[src/core/charger_cfg_pkg.sv]
// package: offsets, field positions, defaults and timing constants for the charger config bank
package charger_cfg_pkg;
   // ==========================================================
   // register map
   localparam logic [7:0] ctrl_zero_addr = 8'h39; // first control register
   localparam logic [7:0] ctrl_one_addr = 8'h3c; // second control register
   localparam int data_w = 16;
   // ==========================================================
   // first control register fields
   localparam int vin_reg_off_bit = 2;
   localparam int sys_offset_bit = 1;
   localparam int rev_turbo_bit = 0;
   localparam int sys_offset_mv = 384; // adder in mV when not charging
   localparam logic [15:0] ctrl_zero_rst = 16'h0000;
   // ==========================================================
   // second control register fields
   localparam int dbnc_hi = 15;
   localparam int dbnc_lo = 14;
   localparam int exit_learn_bit = 13;
   localparam int learn_bit = 12;
   localparam int rev_out_bit = 11;
   localparam int supp_bit = 10;
   localparam int freq_hi = 9;
   localparam int freq_lo = 7;
   localparam int bfet_off_bit = 6;
   localparam int mon_off_bit = 5;
   localparam int mon_sel_bit = 4;
   localparam logic [15:0] ctrl_one_rst = 16'h0000;
   // writable mask of the upper fields; lower bits belong to other logic
   localparam logic [15:0] ctrl_one_mask = 16'hfff0;
   // ==========================================================
   // debounce times and derived cycle counts at 250 MHz
   localparam int clk_mhz = 250;
   localparam int dbnc_2us_ns = 2000;
   localparam int dbnc_12us_ns = 12000;
   localparam int dbnc_2ms_ns = 2000000;
   localparam int dbnc_720us_ns = 720000;
   localparam int dbnc_2us_cyc = dbnc_2us_ns * clk_mhz / 1000;
   localparam int dbnc_12us_cyc = dbnc_12us_ns * clk_mhz / 1000;
   localparam int dbnc_2ms_cyc = dbnc_2ms_ns * clk_mhz / 1000;
   localparam int dbnc_720us_cyc = dbnc_720us_ns * clk_mhz / 1000;
   localparam int cnt_w = 20;
   // ==========================================================
   // switching frequency codes in kHz
   localparam logic [2:0] freq_1420 = 3'h0;
   localparam logic [2:0] freq_1180 = 3'h1;
   localparam logic [2:0] freq_1020 = 3'h2;
   localparam logic [2:0] freq_890 = 3'h3;
   localparam logic [2:0] freq_808 = 3'h4;
   localparam logic [2:0] freq_656 = 3'h6;
   localparam logic [2:0] freq_600 = 3'h7;
   localparam logic [10:0] khz_1420 = 11'h58c;
   localparam logic [10:0] khz_1180 = 11'h49c;
   localparam logic [10:0] khz_1020 = 11'h3fc;
   localparam logic [10:0] khz_890 = 11'h37a;
   localparam logic [10:0] khz_808 = 11'h328;
   localparam logic [10:0] khz_656 = 11'h290;
   localparam logic [10:0] khz_600 = 11'h258;
   // learn mode states
   typedef enum logic [1:0] {learn_idle, learn_active} learn_st_t;
endpackage : charger_cfg_pkg

[src/core/cmp_dbnc_if.sv]
// interface: comparator debounce request and result between top and debouncer
`timescale 1ns/100ps
interface cmp_dbnc_if;
   logic [1:0] sel; // debounce code from the register
   logic raw; // synchronised comparator level
   logic out; // debounced assertion
   modport ctl (output sel, output raw, input out);
   modport dbn (input sel, input raw, output out);
endinterface : cmp_dbnc_if

[src/core/charger_control_config_regs.sv]
// module: charger control register bank and decoded power-stage controls
`timescale 1ns/100ps
// Contract
// [RULE1] bit2 set disables input voltage loop
// [RULE2] bit1 adds 384mV when not charging
// [RULE3] reverse turbo draws battery on overcurrent
// [RULE4] host avoids turbo in direct/autonomous/low battery; host model and gate cover direct mode only
// [RULE5] comparator debounce code selects delay
// [RULE6] exit learn when battery below minimum
// [RULE7] learn mode needs pin low, battery present
// [RULE8] bit11 enables reverse output supply
// [RULE9] bit10 enables supplemental support
// [RULE10] bits9:7 override switching frequency
// [RULE11] host writes frequency back to keep it
// [RULE12] bit6 forces battery FET gate off
// [RULE13] monitor disable only in battery-only operation
// [RULE14] bit4 selects adapter or battery monitor
// [RULE15] fields read back, reset to defaults
module charger_control_config_regs
   import charger_cfg_pkg::*;
(
   input wire logic clk,
   input wire logic rst_b,
   input wire logic [7:0] reg_addr,
   input wire logic reg_wr,
   input wire logic reg_rd,
   input wire logic [15:0] reg_wdata,
   output logic [15:0] reg_rdata,
   input wire logic charging,
   input wire logic hybrid_cfg,
   input wire logic adapter_overlimit,
   input wire logic adapter_present,
   input wire logic battery_present,
   input wire logic battery_absent_pin,
   input wire logic narrow_voltage_direct_charge,
   input wire logic bat_below_min_sys,
   input wire logic cmp_raw,
   output logic vin_loop_en,
   output logic [8:0] sys_offset_mv_out,
   output logic reverse_turbo_active,
   output logic cmp_asserted,
   output logic learn_active_out,
   output logic reverse_output_supply,
   output logic supplemental_en,
   output logic [10:0] switch_khz,
   output logic battery_fet_gate_off,
   output logic turbo_allowed,
   output logic current_monitor_function,
   output logic mon_sel_battery
);
   import charger_cfg_pkg::*;
   // ==========================================================
   // pin synchronisers
   logic [1:0] bgone_s_r; // battery absent pin sync
   logic [1:0] cmp_s_r; // comparator pin sync
   always_ff @(posedge clk or negedge rst_b) begin
      if (!rst_b) begin
         bgone_s_r <= 2'h0;
         cmp_s_r <= 2'h0;
      end else begin
         bgone_s_r <= {bgone_s_r[0], battery_absent_pin};
         cmp_s_r <= {cmp_s_r[0], cmp_raw};
      end
   end
   wire bgone_sync = bgone_s_r[1];
   // ==========================================================
   // register storage
   logic [15:0] ctrl0_r; // first control register
   logic [15:0] ctrl1_r; // second control register
   wire sel0 = (reg_addr == ctrl_zero_addr); // decode first
   wire sel1 = (reg_addr == ctrl_one_addr); // decode second
   // only the low three bits of the first register live here
   wire [15:0] ctrl0_wmask = 16'h0007;
   // [RULE15] writes land, reset gives defaults
   always_ff @(posedge clk or negedge rst_b) begin
      if (!rst_b) begin
         ctrl0_r <= ctrl_zero_rst;
         ctrl1_r <= ctrl_one_rst;
      end else begin
         if (reg_wr && sel0) ctrl0_r <= reg_wdata & ctrl0_wmask;
         if (reg_wr && sel1) ctrl1_r <= reg_wdata & ctrl_one_mask;
      end
   end
   // readback mux; unmapped addresses read zero
   wire [15:0] rd_mux = sel0 ? ctrl0_r : sel1 ? ctrl1_r : 16'h0000;
   always_ff @(posedge clk or negedge rst_b) begin
      if (!rst_b) reg_rdata <= 16'h0000;
      else if (reg_rd) reg_rdata <= rd_mux;
   end
   // ==========================================================
   // field decode
   wire f_vin_off = ctrl0_r[vin_reg_off_bit];
   wire f_sys_off = ctrl0_r[sys_offset_bit];
   wire f_rturbo = ctrl0_r[rev_turbo_bit];
   wire [1:0] f_dbnc = ctrl1_r[dbnc_hi:dbnc_lo];
   wire f_exit_learn = ctrl1_r[exit_learn_bit];
   wire f_learn = ctrl1_r[learn_bit];
   wire [2:0] f_freq = ctrl1_r[freq_hi:freq_lo];
   wire f_bfet_off = ctrl1_r[bfet_off_bit];
   wire f_mon_off = ctrl1_r[mon_off_bit];
   // [RULE1] loop runs while bit clear
   wire vin_en_nxt = !f_vin_off;
   // [RULE2] offset only when idle
   wire [8:0] off_nxt = (f_sys_off && !charging) ? 9'(sys_offset_mv) : 9'h000;
   // [RULE3] reverse on overcurrent in hybrid
   // [RULE4] host keeps bit clear in direct mode; we also gate it
   wire rturbo_nxt = f_rturbo && hybrid_cfg && adapter_overlimit && !narrow_voltage_direct_charge;
   // [RULE10] frequency code lookup; code 5 unlisted, holds 808
   wire [10:0] khz_nxt = (f_freq == freq_1420) ? khz_1420 :
                         (f_freq == freq_1180) ? khz_1180 :
                         (f_freq == freq_1020) ? khz_1020 :
                         (f_freq == freq_890) ? khz_890 :
                         (f_freq == freq_656) ? khz_656 :
                         (f_freq == freq_600) ? khz_600 : khz_808;
   // [RULE13] adapter forces monitor on
   wire mon_fn_nxt = adapter_present || !f_mon_off;
   // ==========================================================
   // learn mode sequencer
   learn_st_t learn_r;
   learn_st_t learn_nxt;
   // [RULE7] entry needs pin low and battery
   wire learn_ok = f_learn && narrow_voltage_direct_charge && !bgone_sync && battery_present;
   // [RULE6] exit when entry conditions drop, or on low battery when enabled to
   wire learn_exit = !learn_ok || (f_exit_learn && bat_below_min_sys);
   always_comb begin
      learn_nxt = learn_r;
      unique case (learn_r)
         learn_idle: begin
            if (learn_ok && !(f_exit_learn && bat_below_min_sys)) learn_nxt = learn_active;
         end
         learn_active: begin
            if (learn_exit) learn_nxt = learn_idle;
         end
         default: learn_nxt = learn_idle;
      endcase
   end
   always_ff @(posedge clk or negedge rst_b) begin
      if (!rst_b) learn_r <= learn_idle;
      else learn_r <= learn_nxt;
   end
   // ==========================================================
   // comparator debounce
   cmp_dbnc_if dbi ();
   assign dbi.sel = f_dbnc;
   assign dbi.raw = cmp_s_r[1];
   cmp_debounce u_dbnc (
      .clk(clk),
      .rst_b(rst_b),
      .d(dbi.dbn)
   );
   // ==========================================================
   // output flops; one cycle of latency keeps outputs glitch free
   always_ff @(posedge clk or negedge rst_b) begin
      if (!rst_b) begin
         vin_loop_en <= 1'b1;
         sys_offset_mv_out <= 9'h000;
         reverse_turbo_active <= 1'b0;
         cmp_asserted <= 1'b0;
         learn_active_out <= 1'b0;
         reverse_output_supply <= 1'b0;
         supplemental_en <= 1'b0;
         switch_khz <= khz_1420;
         battery_fet_gate_off <= 1'b0;
         turbo_allowed <= 1'b1;
         current_monitor_function <= 1'b1;
         mon_sel_battery <= 1'b0;
      end else begin
         vin_loop_en <= vin_en_nxt;
         sys_offset_mv_out <= off_nxt;
         reverse_turbo_active <= rturbo_nxt && !f_bfet_off;
         cmp_asserted <= dbi.out;
         learn_active_out <= (learn_nxt == learn_active);
         // [RULE8] reverse output enable
         reverse_output_supply <= ctrl1_r[rev_out_bit];
         // [RULE9] supplemental enable
         supplemental_en <= ctrl1_r[supp_bit];
         switch_khz <= khz_nxt;
         // [RULE12] gate off overrides turbo
         battery_fet_gate_off <= f_bfet_off;
         turbo_allowed <= !f_bfet_off;
         current_monitor_function <= mon_fn_nxt;
         // [RULE14] monitor source select
         mon_sel_battery <= ctrl1_r[mon_sel_bit];
      end
   end
   // ==========================================================
   // checks
   // [RULE1] loop follows bit
   vin_loop_a: assert property (@(posedge clk) disable iff (!rst_b) // [RULE1]
      vin_loop_en == !$past(f_vin_off)) else $error("input loop enable mismatch");
   // [RULE2] offset only idle
   sys_offset_a: assert property (@(posedge clk) disable iff (!rst_b) // [RULE2]
      (sys_offset_mv_out != 9'h000) |-> $past(!charging)) else $error("offset applied while charging");
   // [RULE3] turbo needs cause
   rev_turbo_a: assert property (@(posedge clk) disable iff (!rst_b) // [RULE3]
      reverse_turbo_active |-> $past(f_rturbo && adapter_overlimit && hybrid_cfg)) else $error("bad turbo");
   // [RULE7] learn entry conditions
   learn_entry_a: assert property (@(posedge clk) disable iff (!rst_b) // [RULE7]
      $rose(learn_active_out) |-> $past(battery_present && !bgone_sync)) else $error("bad learn entry");
   // [RULE6] exit on low battery
   learn_exit_a: assert property (@(posedge clk) disable iff (!rst_b) // [RULE6]
      (learn_active_out && f_exit_learn && bat_below_min_sys) |=> !learn_active_out) else $error("no learn exit");
   // [RULE12] gate off kills turbo
   fet_off_a: assert property (@(posedge clk) disable iff (!rst_b) // [RULE12]
      battery_fet_gate_off |-> (!turbo_allowed && !reverse_turbo_active)) else $error("turbo while fet off");
   // [RULE13] adapter forces monitor
   mon_force_a: assert property (@(posedge clk) disable iff (!rst_b) // [RULE13]
      $past(adapter_present) |-> current_monitor_function) else $error("monitor off with adapter");
   // [RULE15] write then read back
   read_back_a: assert property (@(posedge clk) disable iff (!rst_b) // [RULE15]
      (reg_wr && sel1 && !reg_rd) ##1 (reg_rd && sel1 && !reg_wr)
      |=> reg_rdata == ($past(reg_wdata, 2) & ctrl_one_mask))
      else $error("readback mismatch");
   // [RULE10] frequency field decode
   freq_decode_a: assert property (@(posedge clk) disable iff (!rst_b) // [RULE10]
      ($past(f_freq) == freq_600) |-> switch_khz == khz_600) else $error("frequency decode wrong");
   // [RULE8] reverse output follows bit
   rev_out_a: assert property (@(posedge clk) disable iff (!rst_b) // [RULE8]
      reverse_output_supply == $past(ctrl1_r[rev_out_bit])) else $error("reverse output mismatch");
   // [RULE9] supplemental follows bit
   supp_en_a: assert property (@(posedge clk) disable iff (!rst_b) // [RULE9]
      supplemental_en == $past(ctrl1_r[supp_bit])) else $error("supplemental enable mismatch");
   // [RULE14] monitor source follows bit
   mon_select_a: assert property (@(posedge clk) disable iff (!rst_b) // [RULE14]
      mon_sel_battery == $past(ctrl1_r[mon_sel_bit])) else $error("monitor select mismatch");
   learn_cov_c: cover property (@(posedge clk) disable iff (!rst_b) $rose(learn_active_out));
   exit_cov_c: cover property (@(posedge clk) disable iff (!rst_b) $fell(learn_active_out));
   turbo_cov_c: cover property (@(posedge clk) disable iff (!rst_b) $rose(reverse_turbo_active));
   cmp_cov_c: cover property (@(posedge clk) disable iff (!rst_b) $rose(cmp_asserted));
endmodule : charger_control_config_regs

[src/core/cmp_debounce.sv]
// module: comparator assertion debounce with selectable delay
`timescale 1ns/100ps
module cmp_debounce
   import charger_cfg_pkg::*;
(
   input wire logic clk,
   input wire logic rst_b,
   cmp_dbnc_if.dbn d
);
   // ==========================================================
   // delay select
   logic [cnt_w-1:0] cnt_r;
   logic [cnt_w-1:0] cnt_nxt;
   logic out_r;
   wire [cnt_w-1:0] limit;
   // [RULE5] code to cycle count
   assign limit = (d.sel == 2'h0) ? cnt_w'(dbnc_2us_cyc) :
                  (d.sel == 2'h1) ? cnt_w'(dbnc_12us_cyc) :
                  (d.sel == 2'h2) ? cnt_w'(dbnc_2ms_cyc) : cnt_w'(dbnc_720us_cyc);
   // only assertion is delayed; release is immediate
   assign cnt_nxt = !d.raw ? '0 : (cnt_r < limit) ? cnt_r + cnt_w'(1) : cnt_r;
   // ==========================================================
   // counter and output flop
   always_ff @(posedge clk or negedge rst_b) begin
      if (!rst_b) begin
         cnt_r <= '0;
         out_r <= 1'b0;
      end else begin
         cnt_r <= cnt_nxt;
         out_r <= d.raw && (cnt_nxt >= limit);
      end
   end
   assign d.out = out_r;
endmodule : cmp_debounce

[config.mk]
export PLATFORM = sky130hd
export DESIGN_NAME = charger_control_config_regs
export DESIGN_NICKNAME = d
export VERILOG_FILES = /design/src/core/charger_cfg_pkg.sv /design/src/core/cmp_dbnc_if.sv /design/src/core/charger_control_config_regs.sv /design/src/core/cmp_debounce.sv
export SDC_FILE = /design/constraint.sdc
export NUM_CORES = 1
export LEC_CHECK = 0
export ABC_AREA = 0
export BUFFER_PORTS_ARGS = -buffer_cell sky130_fd_sc_hd__clkbuf_2
export CORE_ASPECT_RATIO = 0.8
export CORE_MARGIN = 2
export CORE_UTILIZATION = 30
export DETAILED_ROUTE_END_ITERATION = 8
export HOLD_SLACK_MARGIN = 0.15
export PLACE_DENSITY_LB_ADDON = 0.25
export SETUP_SLACK_MARGIN = 0.3
export SYNTH_ARGS = -nofsm -noshare
export SYNTH_HDL_FRONTEND = slang
export SYNTH_SLANG_ARGS = --single-unit
[constraint.sdc]
create_clock -name clk -period 5.2 [get_ports clk]
set_clock_uncertainty 0.05 [all_clocks]
set_input_delay 0.26 -clock clk [delete_from_list [all_inputs] [get_ports clk]]
set_output_delay 0.26 -clock clk [all_outputs]
set_load 0.005 [all_outputs]
Word level (Yosys, flattened, before mapping)

Cells that the tools add are included.

Mux-type cells: 17
Magnitude comparators: 2
Eq/ne operators: 11
Add/sub/neg operators: 1
Reduce and logical (&&, ||, !) cells: 26

Operator list:

| cell                    | count |
|---|---|
| $mux W20                | 4 |
| $mux W9                 | 5 |
| $mux W16                | 2 |
| $mux W11                | 2 |
| $add A20 B1 Y20 const B | 1 |
| $ge A20 B20 Y1          | 1 |
| $lt A20 B20 Y1          | 1 |
| $mux W19                | 1 |
| $eq A8 B6 Y1 const B    | 2 |
| $logic_and A1 B1 Y1     | 13 |
| $logic_not A1 Y1        | 8 |
| $eq A2 B1 Y1 const B    | 3 |
| $eq A3 B2 Y1 const B    | 2 |
| $eq A3 B3 Y1 const B    | 2 |
| $logic_not A2 Y1        | 2 |
| $mux W2                 | 2 |
| $pmux W2 S2             | 1 |
| $eq A3 B1 Y1 const B    | 1 |
| $logic_not A3 Y1        | 1 |
| $eq A2 B2 Y1 const B    | 1 |
| $logic_or A1 B1 Y1      | 2 |

Output and inout port bits: 46
Input bits: 37
Bits in registers: 88

Depth between registers and ports, before layout

Gate-level depths: netlist (run 1).

Depth in word-level cells: 9
Mapped depth: 20
Gate-level depth less buffers: 18

Cells and area by module

A second synthesis (run 1) with hierarchy kept.

Cell total of the unflattened synthesis: 362
Area, all modules: 3940.0 um^2

Modules (own cells, without submodules):

| module                      | cells each | area each (um^2) | seq. area each (um^2) | times used |
|---|---|---|---|---|
| charger_control_config_regs | 163        | 2120.8           | 1411.4                | 1 |
| cmp_debounce                | 199        | 1819.2           | 525.5                 | 1 |

Worst setup path after synthesis (run 1)

OpenSTA, ideal clock, no wires.

Path kind: reg2reg
From: register ctrl1_r[15]
To: register u_dbnc.out_r (netlist: u_dbnc.d.out)
Setup time: 135 ps
Arrival: 3680 ps
Cell stages (with the launch flop): 20
Path buffers: 2
Period minus slack after synthesis: 3865 ps
Path slack: 1335 ps
Cell sequence: dfrtp_1 > buf_4 > inv_1 > nand2_1 > ha_1 > a311oi_1 > nor2_1 > o21ai_2 > and2_1 > clkbuf_1 > nand3_1 > xor2_1 > nor2_1 > ha_1 > a21o_1 > a21o_1 > a21oi_1 > nand3_1 > o311ai_1 > o31ai_1

Cells in the longest elaborated chain, start to end: 9

Ends and longest elaborated chain:

| item                     | line                              | source |
|---|---|---|
| start: declaration       | charger_control_config_regs.sv:69 | `logic [15:0] ctrl1_r;` |
| start signal: assignment | charger_control_config_regs.sv:78 | `ctrl1_r <= ctrl_one_rst;` |
| start signal: assignment | charger_control_config_regs.sv:81 | `if (reg_wr && sel1) ctrl1_r <= reg_wdata & ctrl_one_mask;` |
| $eq A2 B2 Y1             | cmp_debounce.sv:19                | `(d.sel == 2'h2) ? cnt_w'(dbnc_2ms_cyc) : cnt_w'(dbnc_720us_cyc);` |
| $mux W19                 | cmp_debounce.sv:19                |  |
| $mux W20                 | cmp_debounce.sv:18                | `(d.sel == 2'h1) ? cnt_w'(dbnc_12us_cyc) :` |
| $mux W20 *               | cmp_debounce.sv:17                | `assign limit = (d.sel == 2'h0) ? cnt_w'(dbnc_2us_cyc) :` |
| $lt A20 B20 Y1 *         | cmp_debounce.sv:21                | `assign cnt_nxt = !d.raw ? '0 : (cnt_r < limit) ? cnt_r + cnt_w'(1) : cnt_r;` |
| $mux W20 * (2 in a row)  | cmp_debounce.sv:21                |  |
| via u_dbnc.cnt_nxt[16]   | cmp_debounce.sv:13                | `logic [cnt_w-1:0] cnt_nxt;` |
| $ge A20 B20 Y1 *         | cmp_debounce.sv:30                | `out_r <= d.raw && (cnt_nxt >= limit);` |
| $logic_and A1 B1 Y1 *    | cmp_debounce.sv:30                |  |
| end signal: assignment   | cmp_debounce.sv:30                |  |
| end: declaration         | cmp_debounce.sv:14                | `logic out_r;` |

The timed path passes the listed nets; every way through them passes the cells marked *.
A chain may end at the register's enable or synchronous reset.

Worst setup path after layout (run 1)

Same ends and word-level chain as after synthesis.

==> results.cfg, run 1 <==
[outcome]
status = complete, no violations

[sta]
fin_crit_sh_pct = 84.7
fmax_ghz = 0.227
hold_violations = 0
hold_slack_ns = 0.268
final.setup.tns_ns = 0
rsz0062_at_grt = false
setup_violations = 0
tightest_slew_ns = 0.990
drv_slew = 0
layout_min_cycle_time_ns = 4.40
relSlewSlack_pct = 34.0

[critical_path]
cp-end-kind = flop
slowest_stage = dfrtp_1
required_ns = 5.38
cp_max_fo = 13
timing.rr.start = ctrl1_r[15]$_DFFE_PN0P_
crit_chain = inv_1, nand2_1, ha_1, a311oi_1, nor2_1, o21ai_2, and2_2, nand2_1, or3_1, a21oi_1, ha_1, nand4_1, or4_1, o31ai_1
worstReg2RegEnd = u_dbnc.d.out$_DFF_PN0_
crit_type = flop to flop
worst_setup_path_start_kind = flop
cpPeakStageDelay_ns = 0.50
cp.arrival_ns = 4.58
critPathBufInv = 1
cp_top_family = simple AND/OR/NAND/NOR gates
r2r_cells = 14
r2r_slack_ns = 0.80

[clock_tree]
cts_max_level = 3
clk_pin_slew_worst_paths_ns = 0.06
clk_latency_ns = 0.33
clockBufferDepth = 2
clockRootBuffer = clkbuf_16
clkSinkCount = 77
cts_tree = yes
cts_buffers = 9

[pwr]
switchingPower_uw = 306
p_int_uw = 983
seq_power_share_pct = 49.1
cellPowerDensity_nw_per_um2 = 270
swShare_pct = 23.7
pwr-share-comb_pct = 7.1
p_leak_nw = 2.34
ir_drop_uv = 148
pwr-share-clk_pct = 43.9

[global_routing]
antenna_found_initial = 0
grt_pass1_vias = 2863
grt_overflow = 0
grt_max_degree = 78
grt_pass1_wl_mm = 14.2
grt.total_usage_pct = 13.3

[drt]
drt-vias-per-instance = 4.58
dr.pass1.iters = 4
vias = 2884
drtIter0Drc = 166
wirelength_mm = 8.69
wl_per_cell_um = 13.8
drc = 0
drtAntennaViolNets = 0

[cells_and_area]
nets = 517
diodes = 0
final_cell_mix = 71 x clkbuf_2, 69 x dfrtp_1, 33 x nand2_1, 29 x inv_1
layout_commonest_cell = clkbuf_2
final_area_um2 = 4770
area_growth_pct = 25.8
nFillCells = 1229
drive_gt1_share_pct = 25.1

[placement]
place_hpwl_mm = 6.06
place.gp.congestion = 0.804
io_buffers = 72
place_area_um2 = 4260

[die]
initial_core_util_pct = 31.0
io_pins = 83
num_rows = 36
die_h_um = 105
core_area_um2 = 12300
die-area_um2 = 13600
die_w_um = 130

[yosys]
synth_edf_count = 0
synth_area_leaders = dfrtp_1 46%, ha_1 8.6%, dfstp_2 5.5%, mux2_2 4.5%, nand2_1 3.3%
ys.flop_type = dfrtp_1
synthDistinctLibCells = 47
ys_ff_latch = 77
post-synth-top-area-cell = dfrtp_1
syn_area_per_cell_um2 = 10.5
yosys_warnings = 0
netlist.area_leader.share_pct = 45.5
synth-async-reset-ratio_pct = 100
synth_area_um2 = 3790
yosysSeqAreaShare_pct = 51.1
synthCells = 362

[worst_hold_path]
whs_path_depth = 4
holdCritStartpoint = reg_addr[6]
min_to = reg_rdata[0]$_DFFE_PN0P_
hp-class = input pin to flop

[run]
drv_cap = 0
-- how the worst max path moves through the flow --
stage                                 start                endpoint  slack (ns)  depth (start not counted)
detailed placement  ctrl1_r[15]$_DFFE_PN0P_  u_dbnc.d.out$_DFF_PN0_        0.65                         14
floorplan           ctrl1_r[15]$_DFFE_PN0P_  u_dbnc.d.out$_DFF_PN0_        1.34                         19
finish              ctrl1_r[15]$_DFFE_PN0P_  u_dbnc.d.out$_DFF_PN0_        0.80                         14
CTS                 ctrl1_r[15]$_DFFE_PN0P_  u_dbnc.d.out$_DFF_PN0_        0.63                         14
global route        ctrl1_r[15]$_DFFE_PN0P_  u_dbnc.d.out$_DFF_PN0_        0.48                         18
global placement    ctrl1_r[15]$_DFFE_PN0P_  u_dbnc.d.out$_DFF_PN0_        0.72                         18
-- state kept, by name (all words and copies together) (netlist names) --
name,count
u_dbnc.cnt_r,20
reg_rdata,15
ctrl1_r,12
switch_khz,10
ctrl0_r,3
bgone_s_r,2
cmp_s_r,2
battery_fet_gate_off,1
cmp_asserted,1
current_monitor_function,1
learn_active_out,1
learn_r,1
mon_sel_battery,1
reverse_output_supply,1
reverse_turbo_active,1
supplemental_en,1
sys_offset_mv_out,1
turbo_allowed,1
u_dbnc.d.out,1
vin_loop_en,1
-- worst reg2reg max path: stages (launching register included) --
cell,delay [ns]
dfrtp_1,0.50
inv_1,0.30
nand2_1,0.18
ha_1,0.33
a311oi_1,0.27
nor2_1,0.08
o21ai_2,0.31
and2_2,0.39
nand2_1,0.15
or3_1,0.36
a21oi_1,0.31
ha_1,0.21
nand4_1,0.11
or4_1,0.49
o31ai_1,0.25
-- stage by stage --
step	total power, mW	cells	setup slack [ns]	utilization (%)
global route	1.34	630	0.476	39.0
finish	1.29	630	0.795	39.0
floorplan	0.682	371	1.34	-
global placement	0.720	590	0.717	34.8
CTS	1.31	630	0.633	38.9
detailed placement	0.722	590	0.647	34.8
-- synth_stat cells (2+ instances only) --
master,count
mux2_2,15
and2_1,4
ha_1,26
nor4_1,2
nand3_1,13
xor2_1,9
a211oi_1,2
and4_1,2
nand2b_1,5
inv_1,29
nand4_1,14
dfstp_2,8
clkbuf_1,11
and3_1,6
dfrtp_1,69
o211ai_1,2
and4b_1,2
a211o_1,2
o21ai_0,14
a21oi_1,13
a21o_1,5
nor3_1,3
buf_4,11
nand3b_1,2
nand4b_1,4
o22ai_1,3
nand2_1,33
mux2i_1,3
nor2_1,26
xnor2_1,7
-- cells by family (layout without fill, tap and decap cells) --
kind of cell | after synthesis | after routing | share of synthesized area [%]
and+or+nand+nor | 123 | 123 | 16.8
AOI/OAI and AO/OA | 48 | 48 | 7.98
adders and majority gates | 26 | 26 | 8.58
other | 1 | 10 | 0.0989
xor gates and xnor gates | 16 | 16 | 3.70
muxes | 18 | 18 | 5.25
buffers and inverters | 53 | 141 | 6.53
DFF | 77 | 77 | 51.1
-- area by class of cell --
cell class | instances | area (µm²) | share of cell area (%)
repair buffers | 96 | 603 | 12.6
multi-input cells | 241 | 1640 | 34.4
clock buffers | 10 | 229 | 4.80
flip-flops and latches | 77 | 1940 | 40.6
inverters | 29 | 109 | 2.28
well taps | 171 | 214 | 4.48
clock inverters | 6 | 37.5 | 0.787
-- power groups by stage --
stage,Combinational (mW),Clock (mW),Sequential [mW]
2_1_floorplan,0.0444,0,0.638
3_3_place_gp,0.0770,0,0.643
3_5_place_dp,0.0787,0,0.643
4_1_cts,0.0922,0.583,0.633
5_1_grt,0.103,0.606,0.635
6_report,0.0910,0.566,0.633
-- layer usage --
metal | vias to the layer above | track usage (%) | routed length (µm)
li1 | 1410 | - | -
met5 | - | 0 | 0
met3 | 13 | 3.48 | 371
met2 | 74 | 19.6 | 3810
met1 | 1387 | 18.5 | 4370
met4 | 0 | 5.22 | 136
-- what timing repair did --
| action | CTS | global route |
|---|---|---|
| hold endpoints to repair | 90 | 0 |
| buffers inserted | 0 | 0 |
| hold buffers | 24 | 0 |
| endpoints found under the setup margin | 0 | 1 |
| gates resized for setup | 0 | 1 |
Note: power is estimated with default switching activity, not from simulation.
==> run 2: changes to the inputs <==
==> constraint.sdc (replaced) <==
create_clock -name clk -period 4.1 [get_ports clk]
set_clock_uncertainty 0.05 [all_clocks]
set_input_delay 0.205 -clock clk [delete_from_list [all_inputs] [get_ports clk]]
set_output_delay 0.205 -clock clk [all_outputs]
set_load 0.005 [all_outputs]
==> run 2 against run 1 <==
Net effect: count of clock-buffer cells in the layout unchanged; sequential power grew 27%; final cell count increased by 3.2%; wire length is 4.3% higher; maximum frequency is 21% higher; clock power rose by 39%; via count grew 4.1%.
==> results.cfg, run 2 (synthesis results as in run 1) <==
[sta]
setup_violations = 0
rsz0062_at_grt = false
fin_crit_sh_pct = 88.9
relSlewSlack_pct = 35.4
drv_slew = 0
layout_min_cycle_time_ns = 3.64
hold_violations = 0
tightest_slew_ns = 0.969
fmax_ghz = 0.274
final.setup.tns_ns = 0

[cells_and_area]
nFillCells = 1191
largestRegisters = u_dbnc.cnt_r x20, reg_rdata x15, ctrl1_r x12
final_cell_mix = 71 x clkbuf_2, 68 x dfrtp_1, 30 x nand2_1, 27 x inv_1, 26 x nor2_1
multi_input_area_um2 = 1760
diodes = 0
layout.cells.non_filler = 650
area_growth_pct = 34.1
nets = 537
largest_reg_flops = 20
drive_gt1_share_pct = 32.4
regMostFlops = u_dbnc.cnt_r
layout_commonest_cell = clkbuf_2
layout.area.seq_um2 = 1940

[drt]
met2WireLength_mm = 4.02
drc = 0
drt-vias-per-instance = 4.62
wirelength_mm = 9.06
drtAntennaViolNets = 0
drtIter0Drc = 165
top_layer = met4
wl_met1_mm = 4.49
dr.pass1.iters = 4
wl_per_cell_um = 13.9
wl_met3_um = 418
vias = 3003

[clock_tree]
clockBufferDepth = 2
clk_pin_slew_worst_paths_ns = 0.06
clkSinkCount = 77
clk_latency_ns = 0.34
clockRootBuffer = clkbuf_16
cts_max_level = 3
cts_tree = yes
cts_buffers = 9

[die]
die-area_um2 = 13600
initial_core_util_pct = 31.0
die_w_um = 130
num_rows = 36
die_h_um = 105
core_area_um2 = 12300
io_pins = 83

[run]
drv_cap = 0

[worst_hold_path]
hp-class = input pin to flop
whs_path_depth = 4

[global_routing]
grt_max_degree = 78
grt_pass1_vias = 2896
grt_overflow = 0
grt_pass1_wl_mm = 15.0
antenna_found_initial = 0
grt.total_usage_pct = 14.1

[pwr]
cellPowerDensity_nw_per_um2 = 338
ir_drop_uv = 181
p_leak_nw = 2.48

[critical_path]
r2r_cells = 19
cp-end-kind = flop
cp.arrival_ns = 3.80
worst_setup_path_start_kind = flop
crit_type = flop to flop
required_ns = 4.26
cp_max_fo = 7

[placement]
place_hpwl_mm = 6.23
dp_cells = 598
io_buffers = 72
place.gp.congestion = 0.813

[outcome]
status = complete, no violations
## run 2: routing by layer
layer | vias up | track usage [%]
met5 | - | 0
met1 | 1460 | 21.0
li1 | 1456 | -
met3 | 11 | 3.58
met4 | 0 | 4.45
met2 | 76 | 19.7
## run 2: cell type report
cell class / instances / share of cell area, %
Sequential cell: 77 / 38.1
Multi-Input combinational cell: 241 / 34.7
Timing Repair Buffer: 116 / 15.0
Clock buffer: 10 / 4.50
Tap cell: 171 / 4.21
Inverter: 29 / 2.24
Clock inverter: 6 / 1.23
## run 2: stage by stage
| step | setup WS, ns | hold WS (ns) | power, mW | instance area [µm²] | utilization (%) |
|---|---|---|---|---|---|
| floorplan | 0.351 | -0.141 | 0.865 | 3830 | - |
| global placement | 0.212 | 0.266 | 0.916 | 4320 | 35.3 |
| detailed placement | 0.201 | 0.268 | 0.918 | 4320 | 35.3 |
| CTS | 0.317 | 0.219 | 1.73 | 4870 | 39.7 |
| global route | 0.219 | 0.274 | 1.79 | 5090 | 41.5 |
| finish | 0.455 | 0.227 | 1.72 | 5090 | 41.5 |
## run 2: final timing paths
| check | start | slack, ns | to |
|---|---|---|---|
| max in group asynchronous | rst_b | 2.80 | ctrl1_r[14]$_DFFE_PN0P_ |
| hold reg to reg | bgone_s_r[0]$_DFF_PN0_ | 0.30 | bgone_s_r[1]$_DFF_PN0_ |
| hold / removal | reg_addr[6] | 0.23 | reg_rdata[0]$_DFFE_PN0P_ |
| setup / recovery | ctrl1_r[15]$_DFFE_PN0P_ | 0.46 | u_dbnc.d.out$_DFF_PN0_ |
| min in group asynchronous | rst_b | 0.51 | u_dbnc.cnt_r[17]$_DFF_PN0_ |
| setup reg to reg | ctrl1_r[15]$_DFFE_PN0P_ | 0.46 | u_dbnc.d.out$_DFF_PN0_ |
## run 2: report_power, final
part	leakage [nW]	switching, mW	total [mW]	internal, mW
Sequential	1.03	0.0180	0.802	0.784
Combinational	1.30	0.0686	0.133	0.0642
Clock	0.147	0.315	0.787	0.471
Total	2.48	0.402	1.72	1.32
## run 2: critical path: stages (launching register included)
cell and delay [ns]:
dfrtp_1 0.40, buf_6 0.18, nand2_8 0.08, ha_4 0.28
nand4b_1 0.17, buf_4 0.19, nor3_4 0.18, o21ai_2 0.09
and2_4 0.17, buf_6 0.13, nand3_2 0.07, xor2_1 0.14
nor2_1 0.07, ha_1 0.33, a21o_1 0.18, a21o_1 0.18
a21oi_2 0.14, nand3_1 0.11, o311ai_2 0.27, o31ai_2 0.11
## run 2: what timing repair did
item / CTS / global route
hold buffers: 24 / 0
resized for setup: 6 / 28
endpoints found under the hold margin: 90 / 0
setup endpoints to repair: 1 / 1
setup buffers: 0 / 12
pin swaps: 1 / 21
==> run 3: changes to the inputs <==
--- a/config.mk
+++ b/config.mk
@@ -6,14 +6,14 @@
 export NUM_CORES = 1
 export LEC_CHECK = 0
 export ABC_AREA = 0
-export BUFFER_PORTS_ARGS = -buffer_cell sky130_fd_sc_hd__clkbuf_2
+export BUFFER_PORTS_ARGS = -buffer_cell sky130_fd_sc_hd__buf_4
+export CAP_MARGIN = 20
 export CORE_ASPECT_RATIO = 0.8
 export CORE_MARGIN = 2
 export CORE_UTILIZATION = 30
 export DETAILED_ROUTE_END_ITERATION = 8
 export HOLD_SLACK_MARGIN = 0.15
 export PLACE_DENSITY_LB_ADDON = 0.25
-export SETUP_SLACK_MARGIN = 0.3
 export SYNTH_ARGS = -nofsm -noshare
 export SYNTH_HDL_FRONTEND = slang
 export SYNTH_SLANG_ARGS = --single-unit
==> run 3 against run 2 <==
Net effect: register-to-register slack lost 0.15 ns; maximum frequency shrank 4.0%; global-route usage is essentially flat; wire length shrank 2.2%; sequential cell count is the same; die area is the same; critical path type unchanged.
==> results.cfg, run 3 (synthesis results as in run 1) <==
[placement]
io_buffers = 72
dpl_worst_slack_ns = 0.324
place.gp.congestion = 0.839
place_hpwl_mm = 6.26
dp_cells = 604

[die]
die_w_um = 130
num_rows = 36
die_h_um = 105
core_area_um2 = 12300
die-area_um2 = 13600
io_pins = 83
initial_core_util_pct = 31.0

[drt]
drc = 0
drtAntennaViolNets = 0
wirelength_mm = 8.86
drtIter0Drc = 179
vias = 2887
wl_per_cell_um = 13.7
drt-vias-per-instance = 4.48
dr.pass1.iters = 4

[critical_path]
cp-end-kind = flop
r2r_slack_ns = 0.30
required_ns = 4.26
worst_setup_path_start_kind = flop
cp-startpoint = ctrl1_r[15]$_DFFE_PN0P_
worstReg2RegEnd = u_dbnc.d.out$_DFF_PN0_
cp.arrival_ns = 3.95
cp_max_fo = 9
r2r_cells = 18
setup.worst_path.end = u_dbnc.d.out$_DFF_PN0_
crit_type = flop to flop
timing.rr.start = ctrl1_r[15]$_DFFE_PN0P_

[cells_and_area]
largest_reg_flops = 20
layout_commonest_cell = buf_4
nFillCells = 1173
multi_input_area_um2 = 1650
layout.cells.non_filler = 645
regMostFlops = u_dbnc.cnt_r
layout.area.seq_um2 = 1940
final_cell_mix = 86 x buf_4, 69 x dfrtp_1, 33 x nand2_1, 29 x inv_1
drive_gt1_share_pct = 27.8
postLayoutCoreUtil_pct = 42.1
diodes = 0
largestRegisters = u_dbnc.cnt_r x20, reg_rdata x15, ctrl1_r x12
nets = 532
area_growth_pct = 36.0

[global_routing]
grt_pass1_vias = 2798
antenna_found_initial = 0
grt_pass1_wl_mm = 14.8
grt.total_usage_pct = 14.0
grt_overflow = 0
grt_max_degree = 78

[sta]
drv_slew = 0
fin_crit_sh_pct = 92.6
rsz0062_at_grt = false
layout_min_cycle_time_ns = 3.80
tightest_slew_ns = 0.775
setup_violations = 0
final.setup.tns_ns = 0
fin_ws_ns = 0.305
relSlewSlack_pct = 48.2
fmax_ghz = 0.263
hold_violations = 0

[clock_tree]
cts_buffers = 9
clkSinkCount = 77
clockRootBuffer = clkbuf_16
clockBufferDepth = 2
cts_max_level = 3
clk_pin_slew_worst_paths_ns = 0.06
cts_tree = yes
clk_latency_ns = 0.34
cts_setup_buffers = 0

[outcome]
status = complete, no violations

[pwr]
cellPowerDensity_nw_per_um2 = 353
p_leak_nw = 2.49
ir_drop_uv = 184

[run]
drv_cap = 0

[worst_hold_path]
hp-class = input pin to flop
[run 3: cell count changes in the layout (fill, tap and decap cells not counted), sizes merged]
cell	delta
clkinv	-3
clkbuf	-71
inv	+1
buf	+66
clkinvlp	+1
bufinv	+1
[run 3: layer usage]
layer	track usage [%]	share of wire (%)	up-vias
li1	-	-	1443
met1	20.8	51	1373
met2	19.6	43	61
met3	3.74	3.7	10
met4	4.92	1.7	0
met5	0	0	-
[run 3: final cells by class]
class,count,share of cell area (%)
flip-flops and latches,77,37.6
multi-input cells,241,32.0
repair buffers,111,17.7
clock buffers,10,4.63
well taps,171,4.15
inverters,29,2.11
clock inverters,6,1.82
[run 3: power by group]
group	internal, mW	total, mW	switching [mW]
sequential	0.783	0.800	0.0167
clock	0.555	0.882	0.327
combinational	0.0744	0.138	0.0640
[run 3: worst min-delay path by stage]
stage | startpoint | end | slack, ns | cells after the start
after floorplan | rst_b | battery_fet_gate_off$_DFF_PN0_ | -0.14 | 0
after global placement | battery_absent_pin | bgone_s_r[0]$_DFF_PN0_ | 0.27 | 1
after detailed placement | battery_absent_pin | bgone_s_r[0]$_DFF_PN0_ | 0.27 | 1
after CTS | reg_rd | reg_rdata[1]$_DFFE_PN0P_ | 0.16 | 2
after global routing | reg_rd | reg_rdata[14]$_DFFE_PN0P_ | 0.17 | 2
final | reg_rd | reg_rdata[14]$_DFFE_PN0P_ | 0.17 | 2
[run 3: timing repair]
action / CTS / global route
hold buffers: 24 / 0
resized for setup: 0 / 2
hold endpoints to repair: 90 / 0
setup endpoints to repair: 0 / 1
[run 3: metrics by stage]
step,instance area [µm²],hold slack [ns],total power [mW]
2_1_floorplan,3830,-0.141,0.865
3_3_place_gp,4550,0.266,0.931
3_5_place_dp,4550,0.270,0.933
4_1_cts,5120,0.158,1.84
5_1_grt,5160,0.173,1.90
6_report,5160,0.169,1.82
[run 3: worst max-delay path, cell delays in order, from the launching register on]
cell and delay (ns):
dfrtp_1 0.34, buf_4 0.17, nand2_1 0.16, ha_1 0.34, nand4b_1 0.18, a211o_1 0.28
o211a_1 0.12, and2_1 0.16, buf_4 0.13, nand3_1 0.09, xor2_1 0.15, nor2_1 0.08
ha_1 0.35, a21o_1 0.18, a21o_1 0.17, a21oi_1 0.18, nand3_1 0.10, o311ai_1 0.31
o31ai_1 0.12
